## src/gpp_pkg.sv

```systemverilog
package gpp_pkg;
  // pin count and bus widths
  localparam int NPINS = 8;
  localparam int AW = 12;
  localparam int DW = 32;
  // masked pin data window: address bits 9:2 carry the pin selection
  localparam logic [1:0] DATA_WIN = 2'h0;
  localparam int DATA_MASK_LSB = 2;
  // command and status registers
  localparam logic [11:0] OFS_DIR = 12'h400;
  localparam logic [11:0] OFS_ITYPE = 12'h404;
  localparam logic [11:0] OFS_PAD = 12'h408;
  localparam logic [11:0] OFS_INT_CLR = 12'h40C;
  localparam logic [11:0] OFS_INT_DIS = 12'h410;
  localparam logic [11:0] OFS_INT_EN = 12'h414;
  localparam logic [11:0] OFS_RAW_STAT = 12'h418;
  localparam logic [11:0] OFS_MSK_STAT = 12'h41C;
  localparam logic [11:0] OFS_DEN = 12'h420;
  // per-pin readback block, one word per pin
  localparam logic [11:0] OFS_PCFG = 12'h440;
  localparam logic [11:0] OFS_PCFG_END = 12'h45C;
  // command word fields: low byte is the pin selection, value above it
  localparam int CMD_MASK_LSB = 0;
  localparam int CMD_VAL_LSB = 8;
  localparam int PAD_SET_LSB = 12;
  // readback word field positions
  localparam int PCFG_DIR_LSB = 0;
  localparam int PCFG_DRV_LSB = 2;
  localparam int PCFG_PAD_LSB = 4;
  localparam int PCFG_ITYPE_LSB = 7;
  localparam int PCFG_DEN_LSB = 10;
  // pin direction and ownership
  typedef enum logic [1:0] {dir_sw_input, dir_sw_output, dir_peripheral_owned} gpp_dir_t;
  // drive strength choices
  typedef enum logic [1:0] {drive_level_low, drive_level_mid, drive_level_high,
                            drive_level_high_slew_limited} gpp_drive_t;
  // pad type choices
  typedef enum logic [2:0] {pad_push_pull, pad_push_pull_pullup, pad_push_pull_pulldown, pad_open_drain,
                            pad_open_drain_pullup, pad_open_drain_pulldown, pad_analog} gpp_pad_t;
  // interrupt detection choices
  typedef enum logic [2:0] {int_falling, int_rising, int_both, int_low, int_high} gpp_itype_t;
  // highest legal codes, larger writes are ignored
  localparam logic [1:0] DIR_MAX = 2'h2;
  localparam logic [2:0] PAD_MAX = 3'h6;
  localparam logic [2:0] ITYPE_MAX = 3'h4;
  // values after reset
  localparam gpp_dir_t DIR_RST = dir_sw_input;
  localparam gpp_drive_t DRV_RST = drive_level_low;
  localparam gpp_pad_t PAD_RST = pad_push_pull;
  localparam gpp_itype_t ITYPE_RST = int_falling;
  localparam logic [7:0] DEN_RST = 8'h00;
  localparam logic [7:0] IM_RST = 8'h00;
  localparam logic [7:0] DATA_RST = 8'h00;
  // pad control bundle for one pin
  typedef struct packed {
    logic [1:0] strength;
    logic slew_limit;
    logic open_drain;
    logic pull_up;
    logic pull_down;
    logic analog;
  } gpp_pad_ctl_t;
  // stored configuration for one pin
  typedef struct packed {
    gpp_dir_t dir;
    gpp_drive_t drive;
    gpp_pad_t pad;
    gpp_itype_t itype;
  } gpp_pin_cfg_t;
endpackage

```

## src/gpp_pin_det.sv

```systemverilog
`timescale 1ns/1ps
module gpp_pin_det (
  // clock and reset
  input logic clk,
  input logic rst_b,
  // raw pad levels, enable gating and trigger types
  input logic [7:0] pin_in,
  input logic [7:0] den,
  input gpp_pkg::gpp_itype_t itype [8],
  // synchronised level and detection hits
  output logic [7:0] pin_lvl,
  output logic [7:0] int_hit
);
  logic [7:0] s1_ff; // first stage, read only by s2_ff
  logic [7:0] s2_ff; // second stage
  logic [7:0] lvl_ff; // gated level
  logic [7:0] prev_ff; // level one cycle earlier

  // one pin's trigger test
  function automatic logic det(input gpp_pkg::gpp_itype_t t, input logic cur, input logic old);
    unique case (t)
      gpp_pkg::int_falling: det = old & ~cur;
      gpp_pkg::int_rising: det = ~old & cur;
      gpp_pkg::int_both: det = old ^ cur;
      gpp_pkg::int_low: det = ~cur;
      gpp_pkg::int_high: det = cur;
      default: det = 1'b0;
    endcase
  endfunction

  // two-flop synchroniser, then digital enable gating
  always_ff @(posedge clk) begin
    if (!rst_b) begin
      s1_ff <= 8'h00;
      s2_ff <= 8'h00;
      lvl_ff <= 8'h00;
      prev_ff <= 8'h00;
    end else begin
      s1_ff <= pin_in;
      s2_ff <= s1_ff;
      lvl_ff <= s2_ff & den; // RULE15
      prev_ff <= lvl_ff;
    end
  end

  // edge and level detection per pin
  always_comb begin
    for (int i = 0; i < gpp_pkg::NPINS; i++) begin
      int_hit[i] = det(itype[i], lvl_ff[i], prev_ff[i]); // RULE16
    end
  end

  assign pin_lvl = lvl_ff;
endmodule

```

## src/gpp_port.sv

```systemverilog
// Notes on behaviour
// [RULE1] drive strength low, mid or high per pin
// [RULE2] high drive with slew limiting option
// [RULE3] push-pull or open-drain, pulls, or analog
// [RULE4] input pins store pad setting, pulls act
// [RULE5] drive and pad type read back per pin
// [RULE6] eight-bit selection mask, bit n is pin n
// [RULE7] clear pending interrupt of selected pins only
// [RULE8] software clears interrupt early in handler
// [RULE9] disabling pin removes it from interrupt output
// [RULE10] enabling pin lets pending drive output again
// [RULE11] raw and masked interrupt status views
// [RULE12] status one bit per pin, upper bits zero
// [RULE13] data read returns real pin level
// [RULE14] unselected bits of data read are zero
// [RULE15] digital input enable resets off
// [RULE16] edge or level interrupt detection per pin
// [RULE17] pin is input, output or peripheral owned
// [RULE18] data write to input pin has no effect
// [RULE19] address bits select pins for data access
// [RULE20] masked equals raw and enable, output ORs them
// [RULE21] exactly eight independent pins
//
// Design decisions made here: the strobed register port and the register addresses.
`timescale 1ns/1ps
module gpp_port (
  // clock and reset
  input logic clk,
  input logic rst_b,
  // register port
  input logic [11:0] reg_addr,
  input logic [31:0] reg_wdata,
  input logic reg_wr,
  input logic reg_rd,
  output logic [31:0] reg_rdata,
  // package pins
  input logic [7:0] pin_in,
  output logic [7:0] pin_out,
  output logic [7:0] pin_oe,
  output gpp_pkg::gpp_pad_ctl_t [7:0] pad_ctl,
  // peripheral side of owned pins
  input logic [7:0] periph_out,
  input logic [7:0] periph_oe,
  output logic [7:0] periph_in,
  // port interrupt
  output logic irq
);
  gpp_pkg::gpp_pin_cfg_t cfg_ff [8]; // per-pin configuration
  gpp_pkg::gpp_itype_t itype_w [8]; // detection type to detector
  logic [7:0] den_ff; // digital input enable
  logic [7:0] data_ff; // software output data
  logic [7:0] im_ff; // interrupt enable
  logic [7:0] ris_ff; // raw pending status
  logic [7:0] mis; // masked status
  logic irq_ff; // registered interrupt output
  logic [7:0] pin_out_ff;
  logic [7:0] pin_oe_ff;
  logic [7:0] nxt_pin_out;
  logic [7:0] nxt_pin_oe;
  gpp_pkg::gpp_pad_ctl_t [7:0] pad_ctl_ff;
  gpp_pkg::gpp_pad_ctl_t [7:0] nxt_pad_ctl;
  logic [7:0] periph_in_ff;
  logic [31:0] rdata_ff;
  logic [31:0] nxt_rdata;
  logic [7:0] pin_lvl; // synchronised, enabled pin level
  logic [7:0] int_hit; // detection this cycle
  logic [7:0] cmd_mask; // selection byte of a command write
  logic [7:0] data_mask; // selection from data window address
  logic data_hit; // access falls in data window
  logic [7:0] clr_vec; // pins cleared this cycle

  // register address compare
  function automatic logic hit(input logic [11:0] a, input logic [11:0] ofs);
    hit = (a == ofs);
  endfunction

  // selection and window decode
  assign cmd_mask = reg_wdata[gpp_pkg::CMD_MASK_LSB +: 8]; // RULE6
  assign data_mask = reg_addr[gpp_pkg::DATA_MASK_LSB +: 8]; // RULE19
  assign data_hit = (reg_addr[11:10] == gpp_pkg::DATA_WIN);
  assign clr_vec = (reg_wr && hit(reg_addr, gpp_pkg::OFS_INT_CLR)) ? cmd_mask : 8'h00;

  // detection type handed to the detector
  always_comb begin
    for (int i = 0; i < gpp_pkg::NPINS; i++) begin
      itype_w[i] = cfg_ff[i].itype;
    end
  end

  // synchroniser and trigger detection
  gpp_pin_det gpp_pin_det_inst (
    .clk(clk),
    .rst_b(rst_b),
    .pin_in(pin_in),
    .den(den_ff),
    .itype(itype_w),
    .pin_lvl(pin_lvl),
    .int_hit(int_hit)
  );

  // per-pin configuration commands
  always_ff @(posedge clk) begin
    if (!rst_b) begin
      for (int i = 0; i < gpp_pkg::NPINS; i++) begin
        cfg_ff[i].dir <= gpp_pkg::DIR_RST;
        cfg_ff[i].drive <= gpp_pkg::DRV_RST;
        cfg_ff[i].pad <= gpp_pkg::PAD_RST;
        cfg_ff[i].itype <= gpp_pkg::ITYPE_RST;
      end
    end else if (reg_wr) begin
      for (int i = 0; i < gpp_pkg::NPINS; i++) begin
        if (cmd_mask[i]) begin // RULE6
          // direction and ownership
          if (hit(reg_addr, gpp_pkg::OFS_DIR) && reg_wdata[gpp_pkg::CMD_VAL_LSB +: 2] <= gpp_pkg::DIR_MAX) begin
            cfg_ff[i].dir <= gpp_pkg::gpp_dir_t'(reg_wdata[gpp_pkg::CMD_VAL_LSB +: 2]); // RULE17
          end
          // trigger type
          if (hit(reg_addr, gpp_pkg::OFS_ITYPE) && reg_wdata[gpp_pkg::CMD_VAL_LSB +: 3] <= gpp_pkg::ITYPE_MAX) begin
            cfg_ff[i].itype <= gpp_pkg::gpp_itype_t'(reg_wdata[gpp_pkg::CMD_VAL_LSB +: 3]); // RULE16
          end
          // pad settings kept whatever the direction
          if (hit(reg_addr, gpp_pkg::OFS_PAD) && reg_wdata[gpp_pkg::PAD_SET_LSB +: 3] <= gpp_pkg::PAD_MAX) begin
            cfg_ff[i].drive <= gpp_pkg::gpp_drive_t'(reg_wdata[gpp_pkg::CMD_VAL_LSB +: 2]); // RULE1 RULE2
            cfg_ff[i].pad <= gpp_pkg::gpp_pad_t'(reg_wdata[gpp_pkg::PAD_SET_LSB +: 3]); // RULE3 RULE4
          end
        end
      end
    end
  end

  // digital input enable, off after reset
  always_ff @(posedge clk) begin
    if (!rst_b) begin
      den_ff <= gpp_pkg::DEN_RST; // RULE15
    end else if (reg_wr && hit(reg_addr, gpp_pkg::OFS_DEN)) begin
      den_ff <= reg_wdata[gpp_pkg::CMD_VAL_LSB] ? (den_ff | cmd_mask) : (den_ff & ~cmd_mask);
    end
  end

  // masked data write, only output pins take it
  always_ff @(posedge clk) begin
    if (!rst_b) begin
      data_ff <= gpp_pkg::DATA_RST;
    end else if (reg_wr && data_hit) begin
      for (int i = 0; i < gpp_pkg::NPINS; i++) begin
        if (data_mask[i] && cfg_ff[i].dir == gpp_pkg::dir_sw_output) begin // RULE18 RULE19
          data_ff[i] <= reg_wdata[i];
        end
      end
    end
  end

  // interrupt enable: enable sets, disable clears
  always_ff @(posedge clk) begin
    if (!rst_b) begin
      im_ff <= gpp_pkg::IM_RST;
    end else if (reg_wr && hit(reg_addr, gpp_pkg::OFS_INT_EN)) begin
      im_ff <= im_ff | cmd_mask; // RULE10
    end else if (reg_wr && hit(reg_addr, gpp_pkg::OFS_INT_DIS)) begin
      im_ff <= im_ff & ~cmd_mask; // RULE9
    end
  end

  // raw status: a new hit wins over a clear in the same cycle
  always_ff @(posedge clk) begin
    if (!rst_b) begin
      ris_ff <= 8'h00;
    end else begin
      ris_ff <= int_hit | (ris_ff & ~clr_vec); // RULE7 RULE21
    end
  end

  // masked view and combined output
  assign mis = ris_ff & im_ff; // RULE20
  always_ff @(posedge clk) begin
    if (!rst_b) begin
      irq_ff <= 1'b0;
    end else begin
      irq_ff <= |mis; // RULE20
    end
  end

  // pad drive decision per pin
  always_comb begin
    for (int i = 0; i < gpp_pkg::NPINS; i++) begin
      logic d;
      logic en;
      logic od;
      d = 1'b0;
      en = 1'b0;
      od = (cfg_ff[i].pad == gpp_pkg::pad_open_drain) || (cfg_ff[i].pad == gpp_pkg::pad_open_drain_pullup) ||
           (cfg_ff[i].pad == gpp_pkg::pad_open_drain_pulldown);
      unique case (cfg_ff[i].dir) // RULE17
        gpp_pkg::dir_sw_output: begin
          d = data_ff[i];
          en = 1'b1;
        end
        gpp_pkg::dir_peripheral_owned: begin
          d = periph_out[i];
          en = periph_oe[i];
        end
        default: begin
          d = 1'b0;
          en = 1'b0;
        end
      endcase
      // analog pads never drive
      if (cfg_ff[i].pad == gpp_pkg::pad_analog) begin
        en = 1'b0;
      end
      // open drain pulls low only
      nxt_pin_out[i] = od ? 1'b0 : d; // RULE3
      nxt_pin_oe[i] = od ? (en & ~d) : en; // RULE3
      nxt_pad_ctl[i].strength = cfg_ff[i].drive == gpp_pkg::drive_level_high_slew_limited ?
                                2'(gpp_pkg::drive_level_high) : 2'(cfg_ff[i].drive); // RULE1
      nxt_pad_ctl[i].slew_limit = (cfg_ff[i].drive == gpp_pkg::drive_level_high_slew_limited); // RULE2
      nxt_pad_ctl[i].open_drain = od;
      nxt_pad_ctl[i].pull_up = (cfg_ff[i].pad == gpp_pkg::pad_push_pull_pullup) ||
                               (cfg_ff[i].pad == gpp_pkg::pad_open_drain_pullup); // RULE4
      nxt_pad_ctl[i].pull_down = (cfg_ff[i].pad == gpp_pkg::pad_push_pull_pulldown) ||
                                 (cfg_ff[i].pad == gpp_pkg::pad_open_drain_pulldown); // RULE4
      nxt_pad_ctl[i].analog = (cfg_ff[i].pad == gpp_pkg::pad_analog);
    end
  end

  // registered pad outputs
  always_ff @(posedge clk) begin
    if (!rst_b) begin
      pin_out_ff <= 8'h00;
      pin_oe_ff <= 8'h00;
      pad_ctl_ff <= '0;
      periph_in_ff <= 8'h00;
    end else begin
      pin_out_ff <= nxt_pin_out;
      pin_oe_ff <= nxt_pin_oe;
      pad_ctl_ff <= nxt_pad_ctl;
      periph_in_ff <= pin_lvl;
    end
  end

  // read decode
  always_comb begin
    nxt_rdata = 32'h0000_0000;
    if (reg_rd) begin
      if (data_hit) begin
        nxt_rdata = {24'h00_0000, pin_lvl & data_mask}; // RULE13 RULE14
      end else if (hit(reg_addr, gpp_pkg::OFS_RAW_STAT)) begin
        nxt_rdata = {24'h00_0000, ris_ff}; // RULE11 RULE12
      end else if (hit(reg_addr, gpp_pkg::OFS_MSK_STAT)) begin
        nxt_rdata = {24'h00_0000, mis}; // RULE11 RULE12
      end else if (hit(reg_addr, gpp_pkg::OFS_INT_EN)) begin
        nxt_rdata = {24'h00_0000, im_ff};
      end else if (hit(reg_addr, gpp_pkg::OFS_DEN)) begin
        nxt_rdata = {24'h00_0000, den_ff};
      end else if (reg_addr >= gpp_pkg::OFS_PCFG && reg_addr <= gpp_pkg::OFS_PCFG_END && reg_addr[1:0] == 2'h0) begin
        // per-pin readback word
        for (int i = 0; i < gpp_pkg::NPINS; i++) begin
          if (reg_addr[4:2] == 3'(i)) begin
            nxt_rdata[gpp_pkg::PCFG_DIR_LSB +: 2] = cfg_ff[i].dir;
            nxt_rdata[gpp_pkg::PCFG_DRV_LSB +: 2] = cfg_ff[i].drive; // RULE5
            nxt_rdata[gpp_pkg::PCFG_PAD_LSB +: 3] = cfg_ff[i].pad; // RULE5
            nxt_rdata[gpp_pkg::PCFG_ITYPE_LSB +: 3] = cfg_ff[i].itype;
            nxt_rdata[gpp_pkg::PCFG_DEN_LSB] = den_ff[i];
          end
        end
      end
    end
  end

  // read data stands only in the cycle after the strobe
  always_ff @(posedge clk) begin
    if (!rst_b) begin
      rdata_ff <= 32'h0000_0000;
    end else begin
      rdata_ff <= nxt_rdata;
    end
  end

  assign reg_rdata = rdata_ff;
  assign pin_out = pin_out_ff;
  assign pin_oe = pin_oe_ff;
  assign pad_ctl = pad_ctl_ff;
  assign periph_in = periph_in_ff;
  assign irq = irq_ff;

  // helper: pins that are analog or inputs
  logic [7:0] quiet_mask;
  always_comb begin
    for (int i = 0; i < gpp_pkg::NPINS; i++) begin
      quiet_mask[i] = (cfg_ff[i].pad == gpp_pkg::pad_analog) || (cfg_ff[i].dir == gpp_pkg::dir_sw_input);
    end
  end

  // helper: pins that take no data write, inputs and peripheral owned
  logic [7:0] no_data_mask;
  always_comb begin
    for (int i = 0; i < gpp_pkg::NPINS; i++) begin
      no_data_mask[i] = (cfg_ff[i].dir != gpp_pkg::dir_sw_output);
    end
  end

  data_in_hold_a: // RULE18
    assert property (@(posedge clk) disable iff (!rst_b)
      (reg_wr && data_hit) |=> ((data_ff ^ $past(data_ff)) & $past(no_data_mask)) == 8'h00)
    else $error("data write changed an input pin");
  int_clear_sel_a: // RULE7
    assert property (@(posedge clk) disable iff (!rst_b)
      (clr_vec != 8'h00) |=> ((ris_ff & $past(clr_vec) & ~$past(int_hit)) == 8'h00))
    else $error("selected pending bit survived clear");
  int_clear_keep_a: // RULE7
    assert property (@(posedge clk) disable iff (!rst_b)
      1'b1 |=> (ris_ff & $past(ris_ff)) == ($past(ris_ff) & (~$past(clr_vec) | $past(int_hit))))
    else $error("unselected pending bit lost");
  int_disable_a: // RULE9
    assert property (@(posedge clk) disable iff (!rst_b)
      (reg_wr && hit(reg_addr, gpp_pkg::OFS_INT_DIS) && cmd_mask == 8'hFF) ##1 !(reg_wr && hit(reg_addr,
      gpp_pkg::OFS_INT_EN)) |=> !irq)
    else $error("interrupt still out after full disable");
  int_enable_a: // RULE10
    assert property (@(posedge clk) disable iff (!rst_b)
      (reg_wr && hit(reg_addr, gpp_pkg::OFS_INT_EN) && (ris_ff & cmd_mask) != 8'h00 && clr_vec == 8'h00)
      |=> ##1 irq)
    else $error("enabled pending pin did not raise interrupt");
  irq_or_a: // RULE20
    assert property (@(posedge clk) disable iff (!rst_b) ##1 irq == $past(|(ris_ff & im_ff)))
    else $error("interrupt output not OR of masked status");
  read_mask_a: // RULE14
    assert property (@(posedge clk) disable iff (!rst_b)
      (reg_rd && data_hit) |=> (reg_rdata & ~{24'hFF_FFFF, $past(data_mask)}) == 32'h0000_0000)
    else $error("unselected data bit read as one");
  stat_upper_a: // RULE12
    assert property (@(posedge clk) disable iff (!rst_b)
      (reg_rd && (hit(reg_addr, gpp_pkg::OFS_RAW_STAT) || hit(reg_addr, gpp_pkg::OFS_MSK_STAT)))
      |=> reg_rdata[31:8] == 24'h00_0000 && reg_rdata[7:0] == $past(hit(reg_addr, gpp_pkg::OFS_RAW_STAT) ?
      ris_ff : mis))
    else $error("status word wrong");
  quiet_pin_a: // RULE3
    assert property (@(posedge clk) disable iff (!rst_b) ##1 (pin_oe & $past(quiet_mask)) == 8'h00)
    else $error("analog or input pin drove");
  rdata_idle_a: // RULE13
    assert property (@(posedge clk) disable iff (!rst_b) !reg_rd |=> reg_rdata == 32'h0000_0000)
    else $error("read data without strobe");

  edge_irq_c: cover property (@(posedge clk) disable iff (!rst_b) (|int_hit) ##2 irq);
  masked_read_c: cover property (@(posedge clk) disable iff (!rst_b) reg_rd && data_hit && data_mask != 8'hFF);
  od_low_c: cover property (@(posedge clk) disable iff (!rst_b) |(pin_oe & ~pin_out & {8{pad_ctl[0].open_drain}}));
  clr_race_c: cover property (@(posedge clk) disable iff (!rst_b) |(clr_vec & int_hit));
endmodule

```

## config.mk

```make
export PLATFORM = sky130hd
export DESIGN_NAME = gpp_port
export DESIGN_NICKNAME = d
export VERILOG_FILES = /design/src/gpp_pkg.sv /design/src/gpp_pin_det.sv /design/src/gpp_port.sv
export SDC_FILE = /design/constraint.sdc
export NUM_CORES = 1
export LEC_CHECK = 0
export BUFFER_PORTS_ARGS = -buffer_cell sky130_fd_sc_hd__buf_2
export CORE_ASPECT_RATIO = 0.75
export CORE_MARGIN = 5
export CORE_UTILIZATION = 61
export CTS_CLUSTER_DIAMETER = 50
export DETAILED_ROUTE_END_ITERATION = 12
export PLACE_DENSITY_LB_ADDON = 0.3
export SYNTH_ARGS = -nofsm -noshare
export SYNTH_HDL_FRONTEND = slang
export SYNTH_HIERARCHICAL = 1
export SYNTH_SLANG_ARGS = --single-unit
```

## constraint.sdc

```tcl
create_clock -name clk -period 7.15 [get_ports clk]
set_input_delay 1.43 -clock clk [delete_from_list [all_inputs] [get_ports clk]]
set_output_delay 1.43 -clock clk [all_outputs]
set_load 0.01 [all_outputs]
```

==> impl_metrics.yaml, run 1 <==
status:
  outcome: "complete, no violations"
pwr:
  power_mw: 2.92
  powerDensity_nw_per_um2: 242
  ir_drop_uv: 192
  leakagePower_nw: 5.21
floorplanning:
  dieArea_um2: 20000
  start_util: 0.625
  die_h_um: 124
  die_w_um: 162
  ios: 185
  rows: 41
  core_area_um2: 16900
finish:
  diodes: 0
  drive_gt1_frac: 0.194
  fin_area_um2: 12100
  fin_util: 0.715
  area_growth_pct: 14.3
  finalNonFillerCells: 1373
  fin_nets: 1244
critical_path:
  cp_max_fo: 31
  arrival_ns: 4.06
  cp_data_required_time_ns: 7.39
  reg2reg_setup_slack_ns: 5.15
  critPathCaptureType: "register"
  worst-setup-path-type: "in2reg"
  cp-start-kind: "primary input"
clock_tree:
  post_cts_resize_count: 0
  numCtsBuffers: 24
  ctsHoldBuffers: 0
  clock_sinks: 236
  clk_pin_slew_ns: 0.06
  post-cts-setup-buffers: 0
  cts_tree: "built"
  h-tree-depth: 1
  cts_buffer_depth: 3
  cts.root.buffer_cell: "clkbuf_16"
  worstSkewPairLatency_ns: 0.53
synth:
  synth_cell_types: 54
  synthCells: 1016
  yosys-top-cells-area: "dfxtp_1, edfxtp_1, mux4_2, and3_1, ha_1"
  synth_area_leader_cell: "dfxtp_1"
  synth_top_area_frac: 0.296
  synthTopCellsByCount: "dfxtp_1, nand2_1, edfxtp_1"
  ys_seq_area_frac: 0.524
  synth_area_um2: 10500
  syn_avg_cell_area_um2: 10.4
  yosysMostFrequentCell: "dfxtp_1"
  postSynth.asyncResetShare: 0
  synthFlopType: "dfxtp_1"
  synth_edf_count: 80
  yosysWarnings: 6
  ys_seq_elements: 236
detailed_routing:
  vias: 8310
  final_antenna_net_count: 0
  wl_per_cell_um: 20.8
  detail_route.iter0.violations: 956
  drt_pass1_iterations: 6
  drc: 0
  wirelength_mm: 28.5
  vias_per_cell: 6.05
placed_design:
  dp_slack_ns: 2.88
  hpwl_mm: 20.6
  place.gp.congestion: 0.951
  portBuffers: 145
  dpl-instance-area_um2: 11300
  dp.cells: 1329
grt:
  grt_pass1_vias: 7736
  grt_max_degree: 64
  grt_first_pass_wirelength_mm: 43.5
  grt_util_all_layers: 0.281
  antenna_found_initial: 4
  overflow: 0
sta:
  fin_ws_ns: 3.33
  timing.final.crit_share: 0.534
  rsz0062_at_grt: "no"
  tns_ns: 0
  timing.final.max_slew_violations: 0
  fmax_mhz: 262
  layout_min_cycle_time_ns: 3.82
  clock_skew_ns: 0.00939
  setup_violations: 0
  hold_viol_final: 0
  slew_headroom: 0.305
  whs_ns: 0.431
  max_slew.worst_pin.slew_ns: 1.03
hold_path:
  min_path_type: "reg2reg"
flow_run:
  maxCapViolations: 0
[registers in the layout, summed over array words and instances, names as in the netlist, named ones only]
register	flops
irq	1
pin_oe	8
reg_rdata	11
gpp_pin_det_inst/s2_ff	8
periph_in	8
cfg_ff	80
ris_ff	8
pad_ctl	56
pin_out	8
data_ff	8
gpp_pin_det_inst/prev_ff	8
gpp_pin_det_inst/s1_ff	8
gpp_pin_det_inst/pin_lvl	8
[cells in the final DEF, fill, tap and decap left out, types with 5 or more instances in the layout]
cell         n
o21ai_0     57
nand2b_1    19
dfxtp_1    156
and3_1      68
o32ai_1      8
edfxtp_1    80
and2_1      62
a21boi_0    16
or3b_2       8
a22oi_1     10
o21a_1       8
conb_1      21
a31oi_1      5
nand2_1     85
mux4_2      23
buf_2      144
mux2i_1     13
nor2_1      67
a221oi_1    13
clkbuf_16   25
o31ai_1      8
clkbuf_1     7
inv_1       58
nand3_1     29
a21o_1      14
a21oi_1     30
nor2b_1     19
o22ai_1      6
ha_1        32
xor2_1       8
[layout make-up]
class                   instances  area [um2]
flip-flops and latches        236        5530
fillers                      1232        4820
multi-input cells             671        4520
repair buffers                148         751
clock buffers                  36         707
well taps                     215         269
inverters                      59         221
clock inverters                 8        70.1
[metal layers]
| layer | part of all wire | wire (um) | track usage |
|---|---|---|---|
| met1 | 0.42 | 11900 | 0.417 |
| met2 | 0.41 | 11800 | 0.407 |
| met3 | 0.15 | 4150 | 0.0860 |
| met4 | 0.025 | 720 | 0.0655 |
| met5 | 0.00098 | 28 | 0 |
[logic make-up after synthesis]
family / Yosys count / synth area share
buffers and inverters: 129 / 0.0550
AND/OR/NAND/NOR: 378 / 0.191
flip-flops: 236 / 0.524
AO/OA/AOI/OAI: 192 / 0.119
XOR/XNOR: 8 / 0.00664
multiplexers: 40 / 0.0657
other: 1 / 0.000356
adder cells (fa/ha/maj): 32 / 0.0380
[report_power, final]
| group | leakage (nW) | internal (mW) | switching, mW |
|---|---|---|---|
| registers | 2.03 | 1.43 | 0.0413 |
| clock network | 0.380 | 0.694 | 0.526 |
| logic | 2.80 | 0.0870 | 0.139 |
| total | 5.21 | 2.21 | 0.707 |
[worst paths after layout]
path                                          endpoint  cells after the start                              startpoint
hold reg to reg   gpp_pin_det_inst/s2_ff[1]$_SDFF_PN0_                      1    gpp_pin_det_inst/s1_ff[1]$_SDFF_PN0_
setup / recovery               cfg_ff[0][11]$_DFFE_PP_                      6                             reg_addr[2]
hold / removal    gpp_pin_det_inst/s2_ff[1]$_SDFF_PN0_                      1    gpp_pin_det_inst/s1_ff[1]$_SDFF_PN0_
setup reg to reg                  ris_ff[6]$_SDFF_PN0_                      5  gpp_pin_det_inst/pin_lvl[6]$_SDFF_PN0_
[worst max-delay path, stage by stage]
cell and delay [ns]:
buf_2 0.61, nor2b_1 0.66, and2_1 0.29, o22ai_1 0.10
a21oi_1 0.37, and2_1 0.58
Power figures use the tool's default switching activity.
==> run 2, diff against run 1 <==
Settings changed: CORE_UTILIZATION 61 to 56.
Clock period 7.15 ns to 3.6 ns, I/O delays scaled along.
==> run 2 against run 1 <==
Non-clock buffer count rose by 22. Critical endpoint is now cfg_ff[0][21]$_DFFE_PP_. Largest cell class unchanged. Combinational power rose by 110%. Sequential power rose by 99%. Register-to-register slack got worse by 3.6 ns. Die area rose by 8.3%. Clock skew rose by 0.0025 ns. Clock-buffer cell count fell by 1. Sequential share of layout area fell by 0.98 points. Critical path depth fell by 1.
==> impl_metrics.yaml, run 2 (synthesis results as in run 1) <==
floorplanning:
  ios: 185
  rows: 43
  die_w_um: 168
  dieArea_um2: 21700
  start_util: 0.570
  core_area_um2: 18500
  die_h_um: 129
critical_path:
  cpPeakStageDelay_ns: 0.57
  worst-setup-path-type: "in2reg"
  worstPathCellList: "buf_2 > or4_1 > nor3_4 > nand3_1 > o21ai_0"
  critPathCaptureType: "register"
  cp.buffers_inverters: 1
  cp_slowest_cell: "or4_1"
  arrival_ns: 2.67
  cp_data_required_time_ns: 3.76
  cp-start-kind: "primary input"
  crit_family: "simple AND/OR/NAND/NOR gates"
  cp_max_fo: 10
sta:
  clock_skew_ns: 0.0118
  setup_violations: 0
  layout_min_cycle_time_ns: 2.51
  fin_ws_ns: 1.09
  rsz0062_at_grt: "no"
  hold_viol_final: 0
  tns_ns: 0
  max_slew.worst_pin.slew_ns: 0.827
  timing.final.crit_share: 0.697
  slew_headroom: 0.444
  fmax_mhz: 399
  timing.final.max_slew_violations: 0
grt:
  grt_util_all_layers: 0.263
  grt_first_pass_wirelength_mm: 44.6
  grt_max_degree: 87
  overflow: 0
  antenna_found_initial: 2
  grt_pass1_vias: 7815
detailed_routing:
  vias: 8404
  final_antenna_net_count: 0
  drc: 0
  drt_pass1_iterations: 5
  wl_per_cell_um: 20.6
  vias_per_cell: 5.88
  wirelength_mm: 29.4
  detail_route.iter0.violations: 884
finish:
  regMostFlops: "cfg_ff"
  finalNonFillerCells: 1429
  largest_reg_flops: 80
  layout_commonest_cell: "dfxtp_1"
  diodes: 0
  fin_util: 0.666
  fin_nets: 1267
  layout_common_cells: "dfxtp_1, buf_2, nand2_1, edfxtp_1, and3_1"
  drive_gt1_frac: 0.212
  area_growth_pct: 16.8
  fin_area_um2: 12300
pwr:
  leakagePower_nw: 5.34
  combPwrFrac: 0.079
  powerDensity_nw_per_um2: 482
  ir_drop_uv: 374
  p_int_mw: 4.51
  p_clk_frac: 0.428
  p_seq_frac: 0.493
  switching_share: 0.241
  switching_power_mw: 1.43
placed_design:
  hpwl_mm: 21.6
  portBuffers: 145
  dpl-instance-area_um2: 11500
  place.gp.congestion: 0.954
  dp.cells: 1383
  dp_slack_ns: 0.621
clock_tree:
  h-tree-depth: 1
  clock_sinks: 236
  numCtsBuffers: 25
  cts_tree: "built"
  post-cts-setup-buffers: 0
  clk_pin_slew_ns: 0.06
  post_cts_resize_count: 0
  ctsHoldBuffers: 0
  cts.root.buffer_cell: "clkbuf_16"
  worstSkewPairLatency_ns: 0.52
  cts_buffer_depth: 3
hold_path:
  min_path_type: "in2reg"
flow_run:
  maxCapViolations: 0
status:
  outcome: "complete, no violations"
-- run 2: power groups by stage --
stage / combinational, mW / sequential (mW) / clock [mW]
after floorplan: 0.287 / 2.96 / 0
after global placement: 0.449 / 2.98 / 0
after detailed placement: 0.457 / 2.98 / 0
after CTS: 0.461 / 2.92 / 2.56
after global routing: 0.506 / 2.94 / 2.70
final: 0.470 / 2.93 / 2.55
-- run 2: layout make-up --
type                       instances  area, um2
fill                            1430       6180
tap                              247        309
inverter                          59        221
sequential                       236       5530
timing repair buffer             170        928
clock buffer                      35        714
multi-input combinational        671       4520
clock inverter                    11        109
-- run 2: metal layers --
layer,GRT usage,vias up,share of wire
met4,0.0611,2,0.024
met3,0.0835,62,0.13
li1,-,3844,-
met5,0,-,0.00024
met1,0.377,4005,0.42
met2,0.394,491,0.43
-- run 2: worst paths after layout --
| path | startpoint | end | slack [ns] | cells after the start |
|---|---|---|---|---|
| setup / recovery | reg_addr[5] | cfg_ff[0][21]$_DFFE_PP_ | 1.09 | 5 |
| hold / removal | pin_in[3] | gpp_pin_det_inst/s1_ff[3]$_SDFF_PN0_ | 0.40 | 2 |
| setup reg to reg | gpp_pin_det_inst/pin_lvl[7]$_SDFF_PN0_ | ris_ff[7]$_SDFF_PN0_ | 1.53 | 5 |
| hold reg to reg | gpp_pin_det_inst/s1_ff[6]$_SDFF_PN0_ | gpp_pin_det_inst/s2_ff[6]$_SDFF_PN0_ | 0.43 | 1 |
-- run 2: metrics by stage --
step	hold WS [ns]	power, mW
global route	0.384	6.14
detailed placement	0.419	3.44
floorplan	0.412	3.25
CTS	0.387	5.95
finish	0.398	5.94
global placement	0.416	3.43
==> run 3, diff against run 2 <==
Settings changed: ABC_AREA from default to 1, CORE_UTILIZATION 56 to 51.
Clock period 3.6 ns to 2.1 ns, I/O delays scaled along.
==> run 3 against run 2 <==
Global-route usage is 1.8 points lower. Via count up 18%. Non-clock buffer count rose by 85. First-iteration DRC count up 3.4%. Final cell count rose by 34%. Clock power up 84%. Critical path type is now reg2reg. Critical endpoint is now reg_rdata[6]$_SDFF_PN0_. Largest cell class unchanged.
==> impl_metrics.yaml, run 3 <==
sta:
  slew_headroom: 0.618
  timing.final.max_slew_violations: 0
  timing.final.crit_share: 0.841
  fmax_mhz: 566
  layout_min_cycle_time_ns: 1.77
  max_slew.worst_pin.slew_ns: 0.573
  clock_skew_ns: 0.0105
  hold_viol_final: 0
  setup_violations: 0
  rsz0062_at_grt: "no"
detailed_routing:
  wirelength_mm: 31.2
  drc: 0
  final_antenna_net_count: 0
  dr.max_layer_used: "met5"
  met1_length_mm: 13.5
  vias: 9890
  wl_per_cell_um: 16.3
  detail_route.iter0.violations: 914
  wl_met2_mm: 14.2
  wl_met3_mm: 2.80
  drt_pass1_iterations: 5
  vias_per_cell: 5.17
placed_design:
  dpl-instance-area_um2: 12700
  place.gp.congestion: 0.970
  portBuffers: 145
  hpwl_mm: 23.8
finish:
  layout_commonest_cell: "nand2_1"
  area_growth_pct: 23.2
  fin_util: 0.640
  fin_nets: 1710
  fill_cells: 1830
  layout_common_cells: "nand2_1, inv_1, nor2_1, dfxtp_1, buf_2"
  regMostFlops: "cfg_ff"
  drive_gt1_frac: 0.225
  fin_area_um2: 13500
  diodes: 0
  largest_reg_flops: 80
synth:
  ys_seq_elements: 236
  synthTopCellsByCount: "nand2_1, inv_1, dfxtp_1, nor2_1, nand3_1"
  synth_area_leader_cell: "dfxtp_1"
  synthFlopType: "dfxtp_1"
  synthCells: 1357
  synth_edf_count: 80
  synth_cell_types: 46
  synth_area_um2: 11000
  postSynth.asyncResetShare: 0
  yosys-top-cells-area: "dfxtp_1, edfxtp_1, nand2_1, inv_1, nor2_1"
  syn_avg_cell_area_um2: 8.11
  ys_seq_area_frac: 0.502
  yosysMostFrequentCell: "nand2_1"
  yosysWarnings: 6
  synth_top_area_frac: 0.284
floorplanning:
  start_util: 0.519
  dieArea_um2: 24600
  ios: 185
  die_h_um: 137
  die_w_um: 180
  core_area_um2: 21200
  rows: 46
clock_tree:
  clk_pin_slew_ns: 0.07
  post_cts_resize_count: 0
  clock_sinks: 236
  h-tree-depth: 1
  numCtsBuffers: 25
  post-cts-setup-buffers: 0
  cts_buffer_depth: 3
  worstSkewPairLatency_ns: 0.52
  ctsHoldBuffers: 0
  cts.root.buffer_cell: "clkbuf_16"
  cts_tree: "built"
pwr:
  p_int_mw: 8.05
  powerDensity_nw_per_um2: 782
  p_seq_frac: 0.472
  power_mw: 10.6
  switching_power_mw: 2.54
  p_clk_frac: 0.442
  combPwrFrac: 0.086
  ir_drop_uv: 627
  leakagePower_nw: 6.60
  switching_share: 0.240
critical_path:
  worst-setup-path-type: "reg2reg"
  cp-start-kind: "register"
  cp_data_required_time_ns: 2.50
  critPathCaptureType: "register"
  cp_max_fo: 6
  arrival_ns: 2.17
flow_run:
  maxCapViolations: 0
grt:
  grt_util_all_layers: 0.245
  antenna_found_initial: 1
  grt_max_degree: 40
  grt_first_pass_wirelength_mm: 48.3
  overflow: 0
  grt_pass1_vias: 9240
hold_path:
  min_path_type: "in2reg"
status:
  outcome: "complete, no violations"
## run 3: cell count changes after synthesis, sizes merged, moves of 19 or more
| cell | change |
|---|---|
| and2 | -62 |
| nand2 | +206 |
| nor2b | -19 |
| a21oi | +47 |
| nand4 | +33 |
| mux4 | -23 |
| and3 | -68 |
| nand2b | -19 |
| inv | +183 |
| nand3 | +58 |
| clkbuf | -19 |
| nor2 | +102 |
## run 3: worst max-delay path, stage by stage (launching register included)
cell and delay [ns]:
edfxtp_1 0.49, nand3_1 0.14, nand4_1 0.17, nor2_1 0.22
nand4_1 0.19, nand2_1 0.12, nand4_1 0.10, nor2_1 0.13
a21oi_1 0.07
## run 3: routing by layer
layer  up-vias  global-route usage
met4         2              0.0567
li1       4820                   -
met2       447               0.404
met1      4558               0.344
met3        63              0.0391
met5         -                   0
## run 3: cell families after synthesis
logic type               count (synthesis)  synth area share
AND/OR/NAND/NOR                        620             0.256
buffers and inverters                  296             0.116
flip-flops                             236             0.502
AO/OA/AOI/OAI                          172            0.0883
adder cells (fa/ha/maj)                 32            0.0364
other                                    1          0.000341
## run 3: per-stage QoR
stage | setup TNS, ns | hold WS (ns) | setup slack [ns] | cells
2_1_floorplan | 0 | 0.390 | 0.0366 | 1377
3_3_place_gp | -3.03 | 0.397 | -0.0955 | 1867
3_5_place_dp | -5.37 | 0.398 | -0.136 | 1867
4_1_cts | 0 | 0.0679 | 0.393 | 1912
5_1_grt | 0 | 0.0773 | 0.182 | 1912
6_report | 0 | 0.0842 | 0.333 | 1912
## run 3: cell type report
type / instances / area, um2 / share of cell area
clock buffer: 35 / 777 / 0.0574
sequential: 236 / 5530 / 0.408
multi-input combinational: 845 / 4270 / 0.315
timing repair buffer: 255 / 1580 / 0.117
inverter: 243 / 920 / 0.0679
clock inverter: 10 / 116 / 0.00859
tap: 288 / 360 / 0.0266
## run 3: worst paths after layout
| check | from | endpoint | slack [ns] | cells past startpoint |
|---|---|---|---|---|
| max reg2reg | cfg_ff[0][5]$_DFFE_PP_ | reg_rdata[6]$_SDFF_PN0_ | 0.33 | 8 |
| min reg2reg | gpp_pin_det_inst/s1_ff[5]$_SDFF_PN0_ | gpp_pin_det_inst/s2_ff[5]$_SDFF_PN0_ | 0.41 | 2 |
| max | cfg_ff[0][5]$_DFFE_PP_ | reg_rdata[6]$_SDFF_PN0_ | 0.33 | 8 |
| min | pin_in[2] | gpp_pin_det_inst/s1_ff[2]$_SDFF_PN0_ | 0.08 | 3 |
## run 3: power by group through the flow
stage | logic, mW | registers (mW) | clock network [mW]
after floorplan | 0.501 | 5.09 | 0
after global placement | 0.873 | 5.09 | 0
after detailed placement | 0.892 | 5.09 | 0
after CTS | 0.901 | 4.99 | 4.75
after global routing | 1.00 | 5.01 | 4.95
final | 0.911 | 5.00 | 4.68
